[config.mk]
export PLATFORM = sky130hd
export DESIGN_NAME = fcim_flow_credit_info_mux
export DESIGN_NICKNAME = d
export VERILOG_FILES = /design/src/design/fcim_pkg.sv /design/src/design/fcim_flow_credit_info_mux.sv
export VERILOG_INCLUDE_DIRS = /design/src /design/src/design
export SDC_FILE = /design/constraint.sdc
export NUM_CORES = 2
export LEC_CHECK = 0
export ABC_AREA = 1
export BUFFER_PORTS_ARGS = -buffer_cell sky130_fd_sc_hd__buf_2
export CORE_AREA = 2 2 274 276
export DETAILED_ROUTE_END_ITERATION = 7
export DIE_AREA = 0 0 276 278
export PLACE_DENSITY_LB_ADDON = 0.3
export SLEW_MARGIN = 20
export SYNTH_ARGS = -nofsm -noshare
export SYNTH_HDL_FRONTEND = slang
export SYNTH_SLANG_ARGS = --single-unit
[constraint.sdc]
create_clock -name aclk -period 6.4 [get_ports aclk]
set_input_delay 0.32 -clock aclk [delete_from_list [all_inputs] [get_ports aclk]]
set_output_delay 0.32 -clock aclk [all_outputs]
set_load 0.01 [all_outputs]
[src/design/fcim_defs.svh]
`ifndef FCIM_DEFS_SVH
`define FCIM_DEFS_SVH
`define FCIM_OFF_RX_INF     8'h00
`define FCIM_OFF_RX_INIT_H  8'h04
`define FCIM_OFF_RX_INIT_PD 8'h08
`define FCIM_OFF_RX_INIT_ND 8'h0C
`define FCIM_OFF_RX_INIT_CD 8'h10
`define FCIM_OFF_STATUS     8'h14
`define FCIM_RST_RX_INF     3'h4
`define FCIM_RST_PH         12'h020
`define FCIM_RST_NPH        12'h00C
`define FCIM_RST_CPLH       12'h024
`define FCIM_RST_PD         12'h09A
`define FCIM_RST_NPD        12'h00C
`define FCIM_RST_CPLD       12'h09A
`define FCIM_INF_VAL        12'h7FF
`define FCIM_SIGN_BIT       11
`define FCIM_UNIT_ROUND     14'h000F
`define FCIM_UNIT_SHIFT     4
`define FCIM_RESP_OKAY      2'h0
`define FCIM_RESP_SLVERR    2'h2
`endif

[src/design/fcim_pkg.sv]
package fcim_pkg;
    typedef enum logic [2:0] {
        FCIM_RX_AVAIL = 3'h0,
        FCIM_RX_LIMIT = 3'h1,
        FCIM_RX_CONS  = 3'h2,
        FCIM_RSV_3    = 3'h3,
        FCIM_TX_AVAIL = 3'h4,
        FCIM_TX_LIMIT = 3'h5,
        FCIM_TX_CONS  = 3'h6,
        FCIM_RSV_7    = 3'h7
    } fcim_sel_t;

    typedef logic [2:0][1:0][11:0] fcim_cnt_t;
    typedef logic [2:0][12:0]      fcim_len_t;

    typedef struct packed {
        logic [2:0]  sel;
        logic        link;
        fcim_cnt_t   alloc;
        fcim_cnt_t   recv;
        fcim_cnt_t   lim;
        fcim_cnt_t   cons;
        fcim_cnt_t   queued;
        fcim_cnt_t   outv;
        logic [2:0]  pinf;
        logic [2:0]  grant;
        logic [2:0]  rx_inf;
        fcim_cnt_t   rx_init;
        logic        aw_have;
        logic        w_have;
        logic [7:0]  awaddr;
        logic [31:0] wdata;
        logic [3:0]  wstrb;
        logic        awready;
        logic        wready;
        logic        bvalid;
        logic [1:0]  bresp;
        logic        arready;
        logic        rvalid;
        logic [31:0] rdata;
        logic [1:0]  rresp;
    } fcim_state_t;
endpackage : fcim_pkg

[src/design/fcim_flow_credit_info_mux.sv]
`timescale 1ns/1ns
`include "fcim_defs.svh"
module fcim_flow_credit_info_mux (
    input  wire logic                aclk,
    input  wire logic                aresetn,
    input  wire logic [7:0]          s_axi_awaddr,
    input  wire logic                s_axi_awvalid,
    output logic                     s_axi_awready,
    input  wire logic [31:0]         s_axi_wdata,
    input  wire logic [3:0]          s_axi_wstrb,
    input  wire logic                s_axi_wvalid,
    output logic                     s_axi_wready,
    output logic [1:0]               s_axi_bresp,
    output logic                     s_axi_bvalid,
    input  wire logic                s_axi_bready,
    input  wire logic [7:0]          s_axi_araddr,
    input  wire logic                s_axi_arvalid,
    output logic                     s_axi_arready,
    output logic [31:0]              s_axi_rdata,
    output logic [1:0]               s_axi_rresp,
    output logic                     s_axi_rvalid,
    input  wire logic                s_axi_rready,
    input  wire logic                link_up,
    input  wire logic [2:0]          credit_info_select,
    input  wire logic                rx_arrive_valid,
    input  wire logic [1:0]          rx_arrive_pool,
    input  wire logic [12:0]         rx_arrive_bytes,
    input  wire logic                rx_drain_valid,
    input  wire logic [1:0]          rx_drain_pool,
    input  wire logic [12:0]         rx_drain_bytes,
    input  wire logic                tx_write_valid,
    input  wire logic [1:0]          tx_write_pool,
    input  wire logic [12:0]         tx_write_bytes,
    input  wire logic [2:0]          tx_head_valid,
    input  wire fcim_pkg::fcim_len_t tx_head_bytes,
    input  wire logic                tx_posted_first,
    input  wire logic                fc_update_valid,
    input  wire logic [1:0]          fc_update_pool,
    input  wire logic [7:0]          fc_update_hdr,
    input  wire logic [11:0]         fc_update_data,
    input  wire fcim_pkg::fcim_cnt_t partner_init,
    input  wire logic [2:0]          partner_infinite,
    output logic [2:0]               tx_grant,
    output logic [7:0]               posted_header_credits,
    output logic [11:0]              posted_data_credits,
    output logic [7:0]               nonposted_header_credits,
    output logic [11:0]              nonposted_data_credits,
    output logic [7:0]               completion_header_credits,
    output logic [11:0]              completion_data_credits
);
    import fcim_pkg::*;

    ////////////////////////////////////////////////////////////////////////
    // Helpers
    function automatic logic [11:0] units(input logic [12:0] bytes);
        logic [13:0] s;
        s = {1'b0, bytes} + `FCIM_UNIT_ROUND;
        return {2'h0, s[13:`FCIM_UNIT_SHIFT]};
    endfunction : units

    function automatic logic [11:0] wmask(input logic [31:0] old, input logic [31:0] d, input logic [3:0] st);
        logic [31:0] r;
        r = old;
        for (int b = 0; b < 4; b++) begin
            if (st[b]) begin
                r[b*8 +: 8] = d[b*8 +: 8];
            end
        end
        return r[11:0];
    endfunction : wmask

    // Values aligned with sign at bit 11; header values arrive shifted up
    function automatic logic [11:0] view(input logic [2:0] sel, input logic [11:0] al, input logic [11:0] rc,
                                         input logic [11:0] li, input logic [11:0] co, input logic [11:0] qu,
                                         input logic ri, input logic pi);
        logic [11:0] d;
        d = 12'h000;
        unique case (sel)
            FCIM_RX_AVAIL: begin
                d = al - rc;
                if (d[`FCIM_SIGN_BIT]) begin
                    d = 12'h000;
                end
            end
            FCIM_RX_LIMIT: d = ri ? 12'h000 : {1'b0, al[10:0]};
            FCIM_RX_CONS:  d = {1'b0, rc[10:0]};
            FCIM_TX_AVAIL: d = pi ? `FCIM_INF_VAL : li - co - qu;
            FCIM_TX_LIMIT: d = pi ? 12'h000 : {1'b0, li[10:0]};
            FCIM_TX_CONS:  d = {1'b0, co[10:0]};
            default:       d = 12'h000;
        endcase
        return d;
    endfunction : view

    function automatic logic [11:0] up(input logic [11:0] v, input logic k);
        return k ? v : {v[7:0], 4'h0};
    endfunction : up

    ////////////////////////////////////////////////////////////////////////
    // State
    fcim_state_t q_r;
    fcim_state_t q_nxt;
    fcim_state_t rst_c;

    always_comb begin
        rst_c = '0;
        rst_c.rx_inf = `FCIM_RST_RX_INF;
        rst_c.rx_init[0][0] = `FCIM_RST_PH;
        rst_c.rx_init[0][1] = `FCIM_RST_PD;
        rst_c.rx_init[1][0] = `FCIM_RST_NPH;
        rst_c.rx_init[1][1] = `FCIM_RST_NPD;
        rst_c.rx_init[2][0] = `FCIM_RST_CPLH;
        rst_c.rx_init[2][1] = `FCIM_RST_CPLD;
    end

    logic [2:0]  fits;
    logic [2:0]  blocked;
    logic [2:0]  gnt;
    logic [11:0] need [3];
    logic [11:0] room;
    logic [11:0] hroom;
    logic [11:0] v;

    ////////////////////////////////////////////////////////////////////////
    // Next state
    always_comb begin
        q_nxt = q_r;
        fits = 3'h0;
        gnt = 3'h0;
        room = 12'h000;
        hroom = 12'h000;
        v = 12'h000;
        for (int i = 0; i < 3; i++) begin
            need[i] = units(tx_head_bytes[i]);
            room = q_r.lim[i][1] - q_r.cons[i][1];
            hroom = {q_r.lim[i][0][7:0] - q_r.cons[i][0][7:0], 4'h0};
            fits[i] = q_r.pinf[i] | (!room[11] && room >= need[i] && !hroom[11] && hroom != 12'h000);
        end
        blocked = tx_head_valid & ~fits;

        // Transmit arbitration
        if (q_r.link && q_r.grant == 3'h0) begin
            if (tx_head_valid[0] && fits[0] && !(blocked[2] && !tx_posted_first)) begin
                gnt[0] = 1'b1;
            end
            if (tx_head_valid[2] && fits[2] && !(blocked[0] && tx_posted_first)) begin
                gnt[2] = 1'b1;
            end
            if (gnt[0] && gnt[2]) begin
                gnt = tx_posted_first ? 3'h1 : 3'h4;
            end
            if (gnt == 3'h0 && tx_head_valid[1] && fits[1]) begin
                gnt[1] = 1'b1;
            end
        end
        q_nxt.grant = gnt;

        // Credit counters
        q_nxt.link = link_up;
        if (!link_up) begin
            q_nxt.alloc = '0;
            q_nxt.recv = '0;
            q_nxt.lim = '0;
            q_nxt.cons = '0;
            q_nxt.queued = '0;
            q_nxt.pinf = 3'h0;
            q_nxt.grant = 3'h0;
        end else if (!q_r.link) begin
            q_nxt.alloc = q_r.rx_init;
            q_nxt.lim = partner_init;
            q_nxt.pinf = partner_infinite;
        end else begin
            for (int i = 0; i < 3; i++) begin
                if (rx_arrive_valid && rx_arrive_pool == 2'(i)) begin
                    q_nxt.recv[i][0] = q_nxt.recv[i][0] + 12'h001;
                    q_nxt.recv[i][1] = q_nxt.recv[i][1] + units(rx_arrive_bytes);
                end
                if (rx_drain_valid && rx_drain_pool == 2'(i)) begin
                    q_nxt.alloc[i][0] = q_nxt.alloc[i][0] + 12'h001;
                    q_nxt.alloc[i][1] = q_nxt.alloc[i][1] + units(rx_drain_bytes);
                end
                if (fc_update_valid && fc_update_pool == 2'(i)) begin
                    q_nxt.lim[i][0] = q_nxt.lim[i][0] + {4'h0, fc_update_hdr};
                    q_nxt.lim[i][1] = q_nxt.lim[i][1] + fc_update_data;
                end
                if (tx_write_valid && tx_write_pool == 2'(i)) begin
                    q_nxt.queued[i][0] = q_nxt.queued[i][0] + 12'h001;
                    q_nxt.queued[i][1] = q_nxt.queued[i][1] + units(tx_write_bytes);
                end
                if (gnt[i]) begin
                    q_nxt.queued[i][0] = q_nxt.queued[i][0] - 12'h001;
                    q_nxt.queued[i][1] = q_nxt.queued[i][1] - need[i];
                    q_nxt.cons[i][0] = q_nxt.cons[i][0] + 12'h001;
                    q_nxt.cons[i][1] = q_nxt.cons[i][1] + need[i];
                end
            end
        end

        // Selector pipeline: stage one holds the code, stage two the views
        q_nxt.sel = credit_info_select;
        for (int i = 0; i < 3; i++) begin
            for (int k = 0; k < 2; k++) begin
                v = view(q_r.sel, up(q_r.alloc[i][k], k[0]), up(q_r.recv[i][k], k[0]),
                         up(q_r.lim[i][k], k[0]), up(q_r.cons[i][k], k[0]),
                         up(q_r.queued[i][k], k[0]), q_r.rx_inf[i], q_r.pinf[i]);
                if (k == 0) begin
                    v = {4'h0, v[11:4]};
                end
                q_nxt.outv[i][k] = q_r.link ? v : 12'h000;
            end
        end

        // AXI write
        if (s_axi_awvalid && q_r.awready) begin
            q_nxt.aw_have = 1'b1;
            q_nxt.awaddr = s_axi_awaddr;
        end
        if (s_axi_wvalid && q_r.wready) begin
            q_nxt.w_have = 1'b1;
            q_nxt.wdata = s_axi_wdata;
            q_nxt.wstrb = s_axi_wstrb;
        end
        if (q_r.bvalid && s_axi_bready) begin
            q_nxt.bvalid = 1'b0;
        end
        if (q_r.aw_have && q_r.w_have && !q_r.bvalid) begin
            q_nxt.aw_have = 1'b0;
            q_nxt.w_have = 1'b0;
            q_nxt.bvalid = 1'b1;
            q_nxt.bresp = `FCIM_RESP_OKAY;
            unique case (q_r.awaddr)
                `FCIM_OFF_RX_INF: begin
                    v = wmask({29'h0, q_r.rx_inf}, q_r.wdata, q_r.wstrb);
                    q_nxt.rx_inf = v[2:0];
                end
                `FCIM_OFF_RX_INIT_H: begin
                    for (int b = 0; b < 3; b++) begin
                        if (q_r.wstrb[b]) begin
                            q_nxt.rx_init[b][0] = {4'h0, q_r.wdata[b*8 +: 8]};
                        end
                    end
                end
                `FCIM_OFF_RX_INIT_PD: q_nxt.rx_init[0][1] = wmask({20'h0, q_r.rx_init[0][1]}, q_r.wdata, q_r.wstrb);
                `FCIM_OFF_RX_INIT_ND: q_nxt.rx_init[1][1] = wmask({20'h0, q_r.rx_init[1][1]}, q_r.wdata, q_r.wstrb);
                `FCIM_OFF_RX_INIT_CD: q_nxt.rx_init[2][1] = wmask({20'h0, q_r.rx_init[2][1]}, q_r.wdata, q_r.wstrb);
                `FCIM_OFF_STATUS: q_nxt.bresp = `FCIM_RESP_OKAY;
                default: q_nxt.bresp = `FCIM_RESP_SLVERR;
            endcase
        end
        q_nxt.awready = !q_nxt.aw_have && !q_nxt.bvalid;
        q_nxt.wready = !q_nxt.w_have && !q_nxt.bvalid;

        // AXI read
        if (q_r.rvalid && s_axi_rready) begin
            q_nxt.rvalid = 1'b0;
        end
        if (s_axi_arvalid && q_r.arready) begin
            q_nxt.rvalid = 1'b1;
            q_nxt.rresp = `FCIM_RESP_OKAY;
            unique case (s_axi_araddr)
                `FCIM_OFF_RX_INF:     q_nxt.rdata = {29'h0, q_r.rx_inf};
                `FCIM_OFF_RX_INIT_H:  q_nxt.rdata = {8'h00, q_r.rx_init[2][0][7:0], q_r.rx_init[1][0][7:0],
                                                     q_r.rx_init[0][0][7:0]};
                `FCIM_OFF_RX_INIT_PD: q_nxt.rdata = {20'h0, q_r.rx_init[0][1]};
                `FCIM_OFF_RX_INIT_ND: q_nxt.rdata = {20'h0, q_r.rx_init[1][1]};
                `FCIM_OFF_RX_INIT_CD: q_nxt.rdata = {20'h0, q_r.rx_init[2][1]};
                `FCIM_OFF_STATUS:     q_nxt.rdata = {25'h0, q_r.pinf, blocked, q_r.link};
                default: begin
                    q_nxt.rdata = 32'h0000_0000;
                    q_nxt.rresp = `FCIM_RESP_SLVERR;
                end
            endcase
        end
        q_nxt.arready = !q_nxt.rvalid;
    end

    ////////////////////////////////////////////////////////////////////////
    // Registers
    always_ff @(posedge aclk) begin
        if (!aresetn) begin
            q_r <= rst_c;
        end else begin
            q_r <= q_nxt;
        end
    end

    ////////////////////////////////////////////////////////////////////////
    // Outputs
    assign s_axi_awready = q_r.awready;
    assign s_axi_wready = q_r.wready;
    assign s_axi_bresp = q_r.bresp;
    assign s_axi_bvalid = q_r.bvalid;
    assign s_axi_arready = q_r.arready;
    assign s_axi_rdata = q_r.rdata;
    assign s_axi_rresp = q_r.rresp;
    assign s_axi_rvalid = q_r.rvalid;
    assign tx_grant = q_r.grant;
    assign posted_header_credits = q_r.outv[0][0][7:0];
    assign posted_data_credits = q_r.outv[0][1];
    assign nonposted_header_credits = q_r.outv[1][0][7:0];
    assign nonposted_data_credits = q_r.outv[1][1];
    assign completion_header_credits = q_r.outv[2][0][7:0];
    assign completion_data_credits = q_r.outv[2][1];
endmodule : fcim_flow_credit_info_mux

Yosys cells after proc, flatten, opt, wreduce, memory -nomap -nowiden. Index checks and enable logic that the tools add are counted.

Register bits: 571. Input port bits: 252. Output and inout bits: 104. Logic and storage cells: 318.

Add/subtract/negate cells: 63. Order comparisons: 3. Eq/ne operators: 29. Muxes and demuxes: 69. Bitwise gates (word level): 5. Reductions and logical operators: 86.

Operators by type and width (count): 24-bit 2-to-1 mux (18); 12-bit case mux with 6 select lines (6); 12-bit subtractor (18); 11-bit 2-to-1 mux (18); 12-bit by 1-bit adder with 12-bit output, second input constant (12); 12-bit by 10-bit adder with 12-bit output (12); 72-bit 2-to-1 mux (2); 24-bit case mux with 6 select lines (1); 13-bit by 4-bit adder with 14-bit output, second input constant (6); 12-bit 2-to-1 mux (6); 1-bit logical AND (40); 12-bit adder (3); 12-bit by 8-bit adder with 12-bit output (3); 12-bit by 10-bit >= comparator with 1-bit output (3); 12-bit by 1-bit subtractor with 12-bit output, second input constant (3); 12-bit by 10-bit subtractor with 12-bit output (3); 35-bit 2-to-1 mux (1); 8-bit by 4-bit equality test with 1-bit output, second input constant (4); 8-bit by 5-bit equality test with 1-bit output, second input constant (4); 3-bit AND reduction (10); 8-bit nonzero test (3); 8-bit subtractor (3); 8-bit by 3-bit equality test with 1-bit output, second input constant (2); 8-bit logical NOT (2); other kinds (17) (72).

Longest topological paths before layout.
Word-level depth: 22. Gate-level depth with buffers: 33. Gate-level depth less buffers: 33.

Worst setup path before layout. OpenSTA, ideal clock, no wires.

Path type: input to register. From: input tx_write_bytes[3]. To: register q_r[309] (netlist name). Library setup time: 0.132 ns. Arrival: 3.962 ns. Data required time: 6.268 ns. Setup slack: 2.306 ns. Stages: 27. Path buffers: 0. Cells stage by stage: or4_1 nand2_1 nor2_1 inv_1 nor2_1 nand3_1 inv_1 or2_2 inv_1 ha_1 nand2_1 o21ai_0 a21oi_1 nor2_1 nor2_1 a21boi_0 inv_1 ha_1 nand2_1 a21oi_1 a211oi_1 nand2_1 a21o_1 a21oi_1 xor2_1 o21ai_0 a21oi_1.

Word-level cells in the longest chain between the ends: 7.

Ends and longest elaborated chain: start, declared (RTL line fcim_flow_credit_info_mux.sv:33) `input wire logic [12:0] tx_write_bytes,`; 13-bit by 4-bit adder with 14-bit output (no line) (*); 12-bit by 10-bit adder with 12-bit output (*) (RTL line fcim_flow_credit_info_mux.sv:188) `q_nxt.queued[i][1] = q_nxt.queued[i][1] + units(tx_write_bytes);`; 24-bit 2-to-1 mux (*) (RTL line fcim_flow_credit_info_mux.sv:186) `if (tx_write_valid && tx_write_pool == 2'(i)) begin`; 24-bit 2-to-1 mux (*) (RTL line fcim_flow_credit_info_mux.sv:168) `end else if (!q_r.link) begin`; 24-bit 2-to-1 mux (*) (RTL line fcim_flow_credit_info_mux.sv:160) `if (!link_up) begin`; 12-bit by 10-bit subtractor with 12-bit output (RTL line fcim_flow_credit_info_mux.sv:192) `q_nxt.queued[i][1] = q_nxt.queued[i][1] - need[i];`; 24-bit 2-to-1 mux (*) (RTL line fcim_flow_credit_info_mux.sv:190) `if (gnt[i]) begin`; end signal, assigned (RTL line fcim_flow_credit_info_mux.sv:281) `q_r <= rst_c;`; end signal, assigned (RTL line fcim_flow_credit_info_mux.sv:283) `q_r <= q_nxt;`; end, declared (RTL line fcim_flow_credit_info_mux.sv:101) `fcim_state_t q_r;`.

Mark *: on every way between the ends. The rest lies on a longest branch, timed or not. The select of a mux whose other input is x is not followed. A chain may end at the register's enable or synchronous reset.

Worst setup path in the final report.
From: register q_r[373] (netlist name). To: register q_r[247] (netlist name).

Word-level cells in the longest chain between the ends: 18. Elaborated cells on any way between the ends: 23. Those cells by class: 1 x add/sub; 1 x order compare; 8 x mux; 3 x bitwise; 10 x reduce/logical.

Ends and longest elaborated chain: 12-bit subtractor (*) (RTL line fcim_flow_credit_info_mux.sv:135) `room = q_r.lim[i][1] - q_r.cons[i][1];`; 12-bit by 10-bit >= comparator with 1-bit output / 1-bit logical NOT (equally long branches) (RTL line fcim_flow_credit_info_mux.sv:137) `fits[i] = q_r.pinf[i] | (!room[11] && room >= need[i] && !hroom[11] && hroom != 12'h000);`; 1-bit logical AND (*) (3 in series) (RTL line fcim_flow_credit_info_mux.sv:137); 1-bit bitwise OR (*) (RTL line fcim_flow_credit_info_mux.sv:137); 3-bit NOT (RTL line fcim_flow_credit_info_mux.sv:139) `blocked = tx_head_valid & ~fits;`; 3-bit AND (RTL line fcim_flow_credit_info_mux.sv:139); 1-bit logical AND (RTL line fcim_flow_credit_info_mux.sv:143) `if (tx_head_valid[0] && fits[0] && !(blocked[2] && !tx_posted_first)) begin`; 1-bit logical NOT (RTL line fcim_flow_credit_info_mux.sv:143); 1-bit logical AND (RTL line fcim_flow_credit_info_mux.sv:143); 1-bit 2-to-1 mux (RTL line fcim_flow_credit_info_mux.sv:143); 1-bit 2-to-1 mux (RTL line fcim_flow_credit_info_mux.sv:142) `if (q_r.link && q_r.grant == 3'h0) begin`; 1-bit logical AND (RTL line fcim_flow_credit_info_mux.sv:149) `if (gnt[0] && gnt[2]) begin`; 3-bit 2-to-1 mux (*) (RTL line fcim_flow_credit_info_mux.sv:149); 3-bit 2-to-1 mux (*) (2 in series) (RTL line fcim_flow_credit_info_mux.sv:142); 24-bit 2-to-1 mux (*) (RTL line fcim_flow_credit_info_mux.sv:190).

Marked as above.

==> impl_metrics.ini <==
[worst_setup_path]
critPathBufInv = 3
path_cells = inv_1, ha_1, nand2_1, o21ai_2, a31oi_1, o21ai_0, xor2_1, ha_1, inv_1, o31a_1, nand2_1, nand2_1, nand3_1, nand3_2, nand4_1, nand2_2, nor2_4, buf_4, nand2_1, o21ai_0, nand2_1, a21oi_1
arrival_ps = 5480
r2r_cells = 22
end_kind = flop
critPathMaxFanout = 31
cp_common_cell = nand2_1
path_class = flop to flop
cp-start-kind = flop
crit_required_ps = 6990
cp_num_cells = 22
crit_family = simple AND/OR/NAND/NOR gates
slowest_delay_ps = 700
slowest_stage = nor2_4

[global_route]
gr-total-overflow = 0
antenna_found_initial = 7
grt_max_degree = 191
grt_pass1_vias = 37580
grt_pass1_wl_mm = 210.0
grt_use_total_pct = 34.67

[pwr]
ir_worst_vdd_uv = 266.9
powerDensity_nw_per_um2 = 205.8
leakage_uw = 0.02083
finalPower_uw = 9182

[placed_design]
dp_hpwl_mm = 106.0
port_buffers = 324
pre_cts_slack_ps = 1423
gp_congestion = 1.019
place_area_um2 = 41960

[cts]
htreeDepth = 2
clk_latency_ps = 660
cts_root_buffer = clkbuf_16
cts_max_path_buffers = 3
cts_buffers = 56
post-cts-setup-buffers = 0
cts.sinks = 501
path_clk_slew_ps = 70
tritoncts = done

[synth]
yosysUniqueCellTypes = 68
syn_area_um2 = 40310
synthTopCellsByArea = dfxtp_1, ha_1, nand2_1
yosys_most_used_dff = dfxtp_1
ys_seq_elements = 501
syn_avg_cell_area_um2 = 6.909
synth_edf_count = 0
netlist.area_leader.share_pct = 24.88
async_flop_share_pct = 0
yosysMostFrequentCell = nand2_1
ys_warn_count = 0
synthCells = 5835
yosysSeqAreaShare_pct = 24.88
yosys.area.top_type = dfxtp_1
synth_common_cells = nand2_1, inv_1, a21oi_1

[detailed_routing]
avgViaCountPerCell = 5.829
drc = 17
routed-via-count = 41100
drtIter0Drc = 4335
ant_nets = 0
firstDrtPassIters = 8
wl_per_cell_um = 19.51
drt-total-wl_mm = 137.6

[flow_run]
cap_violations = 0

[cells_and_area]
final_area_um2 = 44630
syn2layout_area_growth_pct = 10.70
nNetsFinal = 6756
drive_above_1_share_pct = 8.436

[timing]
max_freq_mhz = 204.5
slew_headroom_pct = 28.46
worst_pin_slew_ps = 1069
layout_setup_ws_ps = 1511
slew_violations = 0
rsz0062_at_grt = no
skew_ps = 34.73
fin_crit_sh_pct = 76.39
setup_tns_ps = 0
final_hold_viol_count = 0
period_minus_slack_ps = 4889
finalSetupViolCount = 0

[floorplan]
rows = 100
initial_core_util_pct = 54.61
io_pins = 356
die_h_um = 278
die_w_um = 276
core_area_um2 = 73820
die_area_um2 = 76730

[status]
status = complete, but fails checks
failed_checks = DRC

[worst_hold_path]
whs_path_depth = 3
hp-class = input port to flop
[sequential cells by signal, summed over array words and instances, names as in the netlist, 3 cells and up]
name and cells:
completion_data_credits 12, completion_header_credits 8, nonposted_data_credits 12, nonposted_header_credits 8
posted_data_credits 12, posted_header_credits 8, q_r 407, s_axi_rdata 24
tx_grant 3
[final timing paths]
path,slack (ps),start,endpoint
hold / removal,20,partner_init[19],q_r[403]$_SDFFE_PN0P_
setup reg to reg,1510,q_r[373]$_SDFFE_PN0P_,q_r[247]$_SDFFE_PN0P_
hold reg to reg,460,q_r[138]$_SDFFE_PN0P_,s_axi_rdata[19]$_SDFFE_PN0P_
setup / recovery,1510,q_r[373]$_SDFFE_PN0P_,q_r[247]$_SDFFE_PN0P_
[power breakdown]
group | switching (µW) | internal [µW] | leakage (µW) | total, µW
Combinational | 1480 | 811 | 0.0158 | 2290
Sequential | 90.4 | 3190 | 0.00406 | 3280
Clock | 1500 | 2110 | 0.000985 | 3600
[placed cells by master, fill, tap and decap left out, types with 15 or more instances in the layout]
cell           count
nand3b_1          20
fa_1              57
or2_2             25
buf_4             29
dfxtp_1          500
clkbuf_16         57
a31oi_1          117
a211oi_1          44
xor2_1           239
o21bai_1          19
a21oi_1          607
a221oi_1          27
buf_2            324
nor2_1           436
nand4_1           65
xnor2_1          104
o21ai_1           15
nand3_1          229
dlygate4sd3_1     63
inv_1            797
nor3_1            79
nand2_1         1100
o211ai_1          36
ha_1             411
o22ai_1           35
o21ai_0          406
a21o_1            25
[area by class of cell]
type                            count  area (µm²)
Antenna cell                        2       5.005
Clock buffer                       71        1569
Clock inverter                     32       459.2
Fill cell                        6914       29190
Inverter                          807        3035
Multi-Input combinational cell   4253       25820
Sequential cell                   501       10030
Tap cell                          969        1212
Timing Repair Buffer              417        2490
[through the flow]
step	utilization (%)	cells	hold WS, ps
2_1_floorplan	-	5844	417.6
4_1_cts	60.44	7050	1.133
6_report	60.45	7052	19.07
3_5_place_dp	56.83	6884	453.0
3_3_place_gp	56.83	6884	452.4
5_1_grt	60.45	7052	30.47
[cells by family after synthesis]
family	share of synthesized area, %
AOI/OAI and AO/OA	19.93
xor gates and xnor gates	7.452
adders and majority gates	15.59
buffers and inverters	11.22
DFF	24.88
muxes	0.07449
other	0.009302
and+or+nand+nor	20.84
[worst register-to-register path: stages (launching register included)]
cell and delay, ps:
dfxtp_1 450, inv_1 150, ha_1 300, nand2_1 60
o21ai_2 220, a31oi_1 160, o21ai_0 300, xor2_1 170
ha_1 330, inv_1 50, o31a_1 270, nand2_1 70
nand2_1 60, nand3_1 90, nand3_2 190, nand4_1 200
nand2_2 320, nor2_4 710, buf_4 400, nand2_1 70
o21ai_0 70, nand2_1 70, a21oi_1 150
[layer usage]
layer / GRT usage, % / vias to the layer above / wire length, µm
li1: - / 19780 / -
met2: 56.03 / 1928 / 61090
met1: 46.35 / 19050 / 57490
met4: 15.27 / 4 / 6496
met5: 0 / - / 24
met3: 4.558 / 338 / 12470
[what timing repair did]
action,4_1_cts,5_1_grt
hold endpoints to repair,65,0
hold buffers,63,0
gates resized for setup,0,0
No activity file was read; power rests on OpenSTA's default activity.
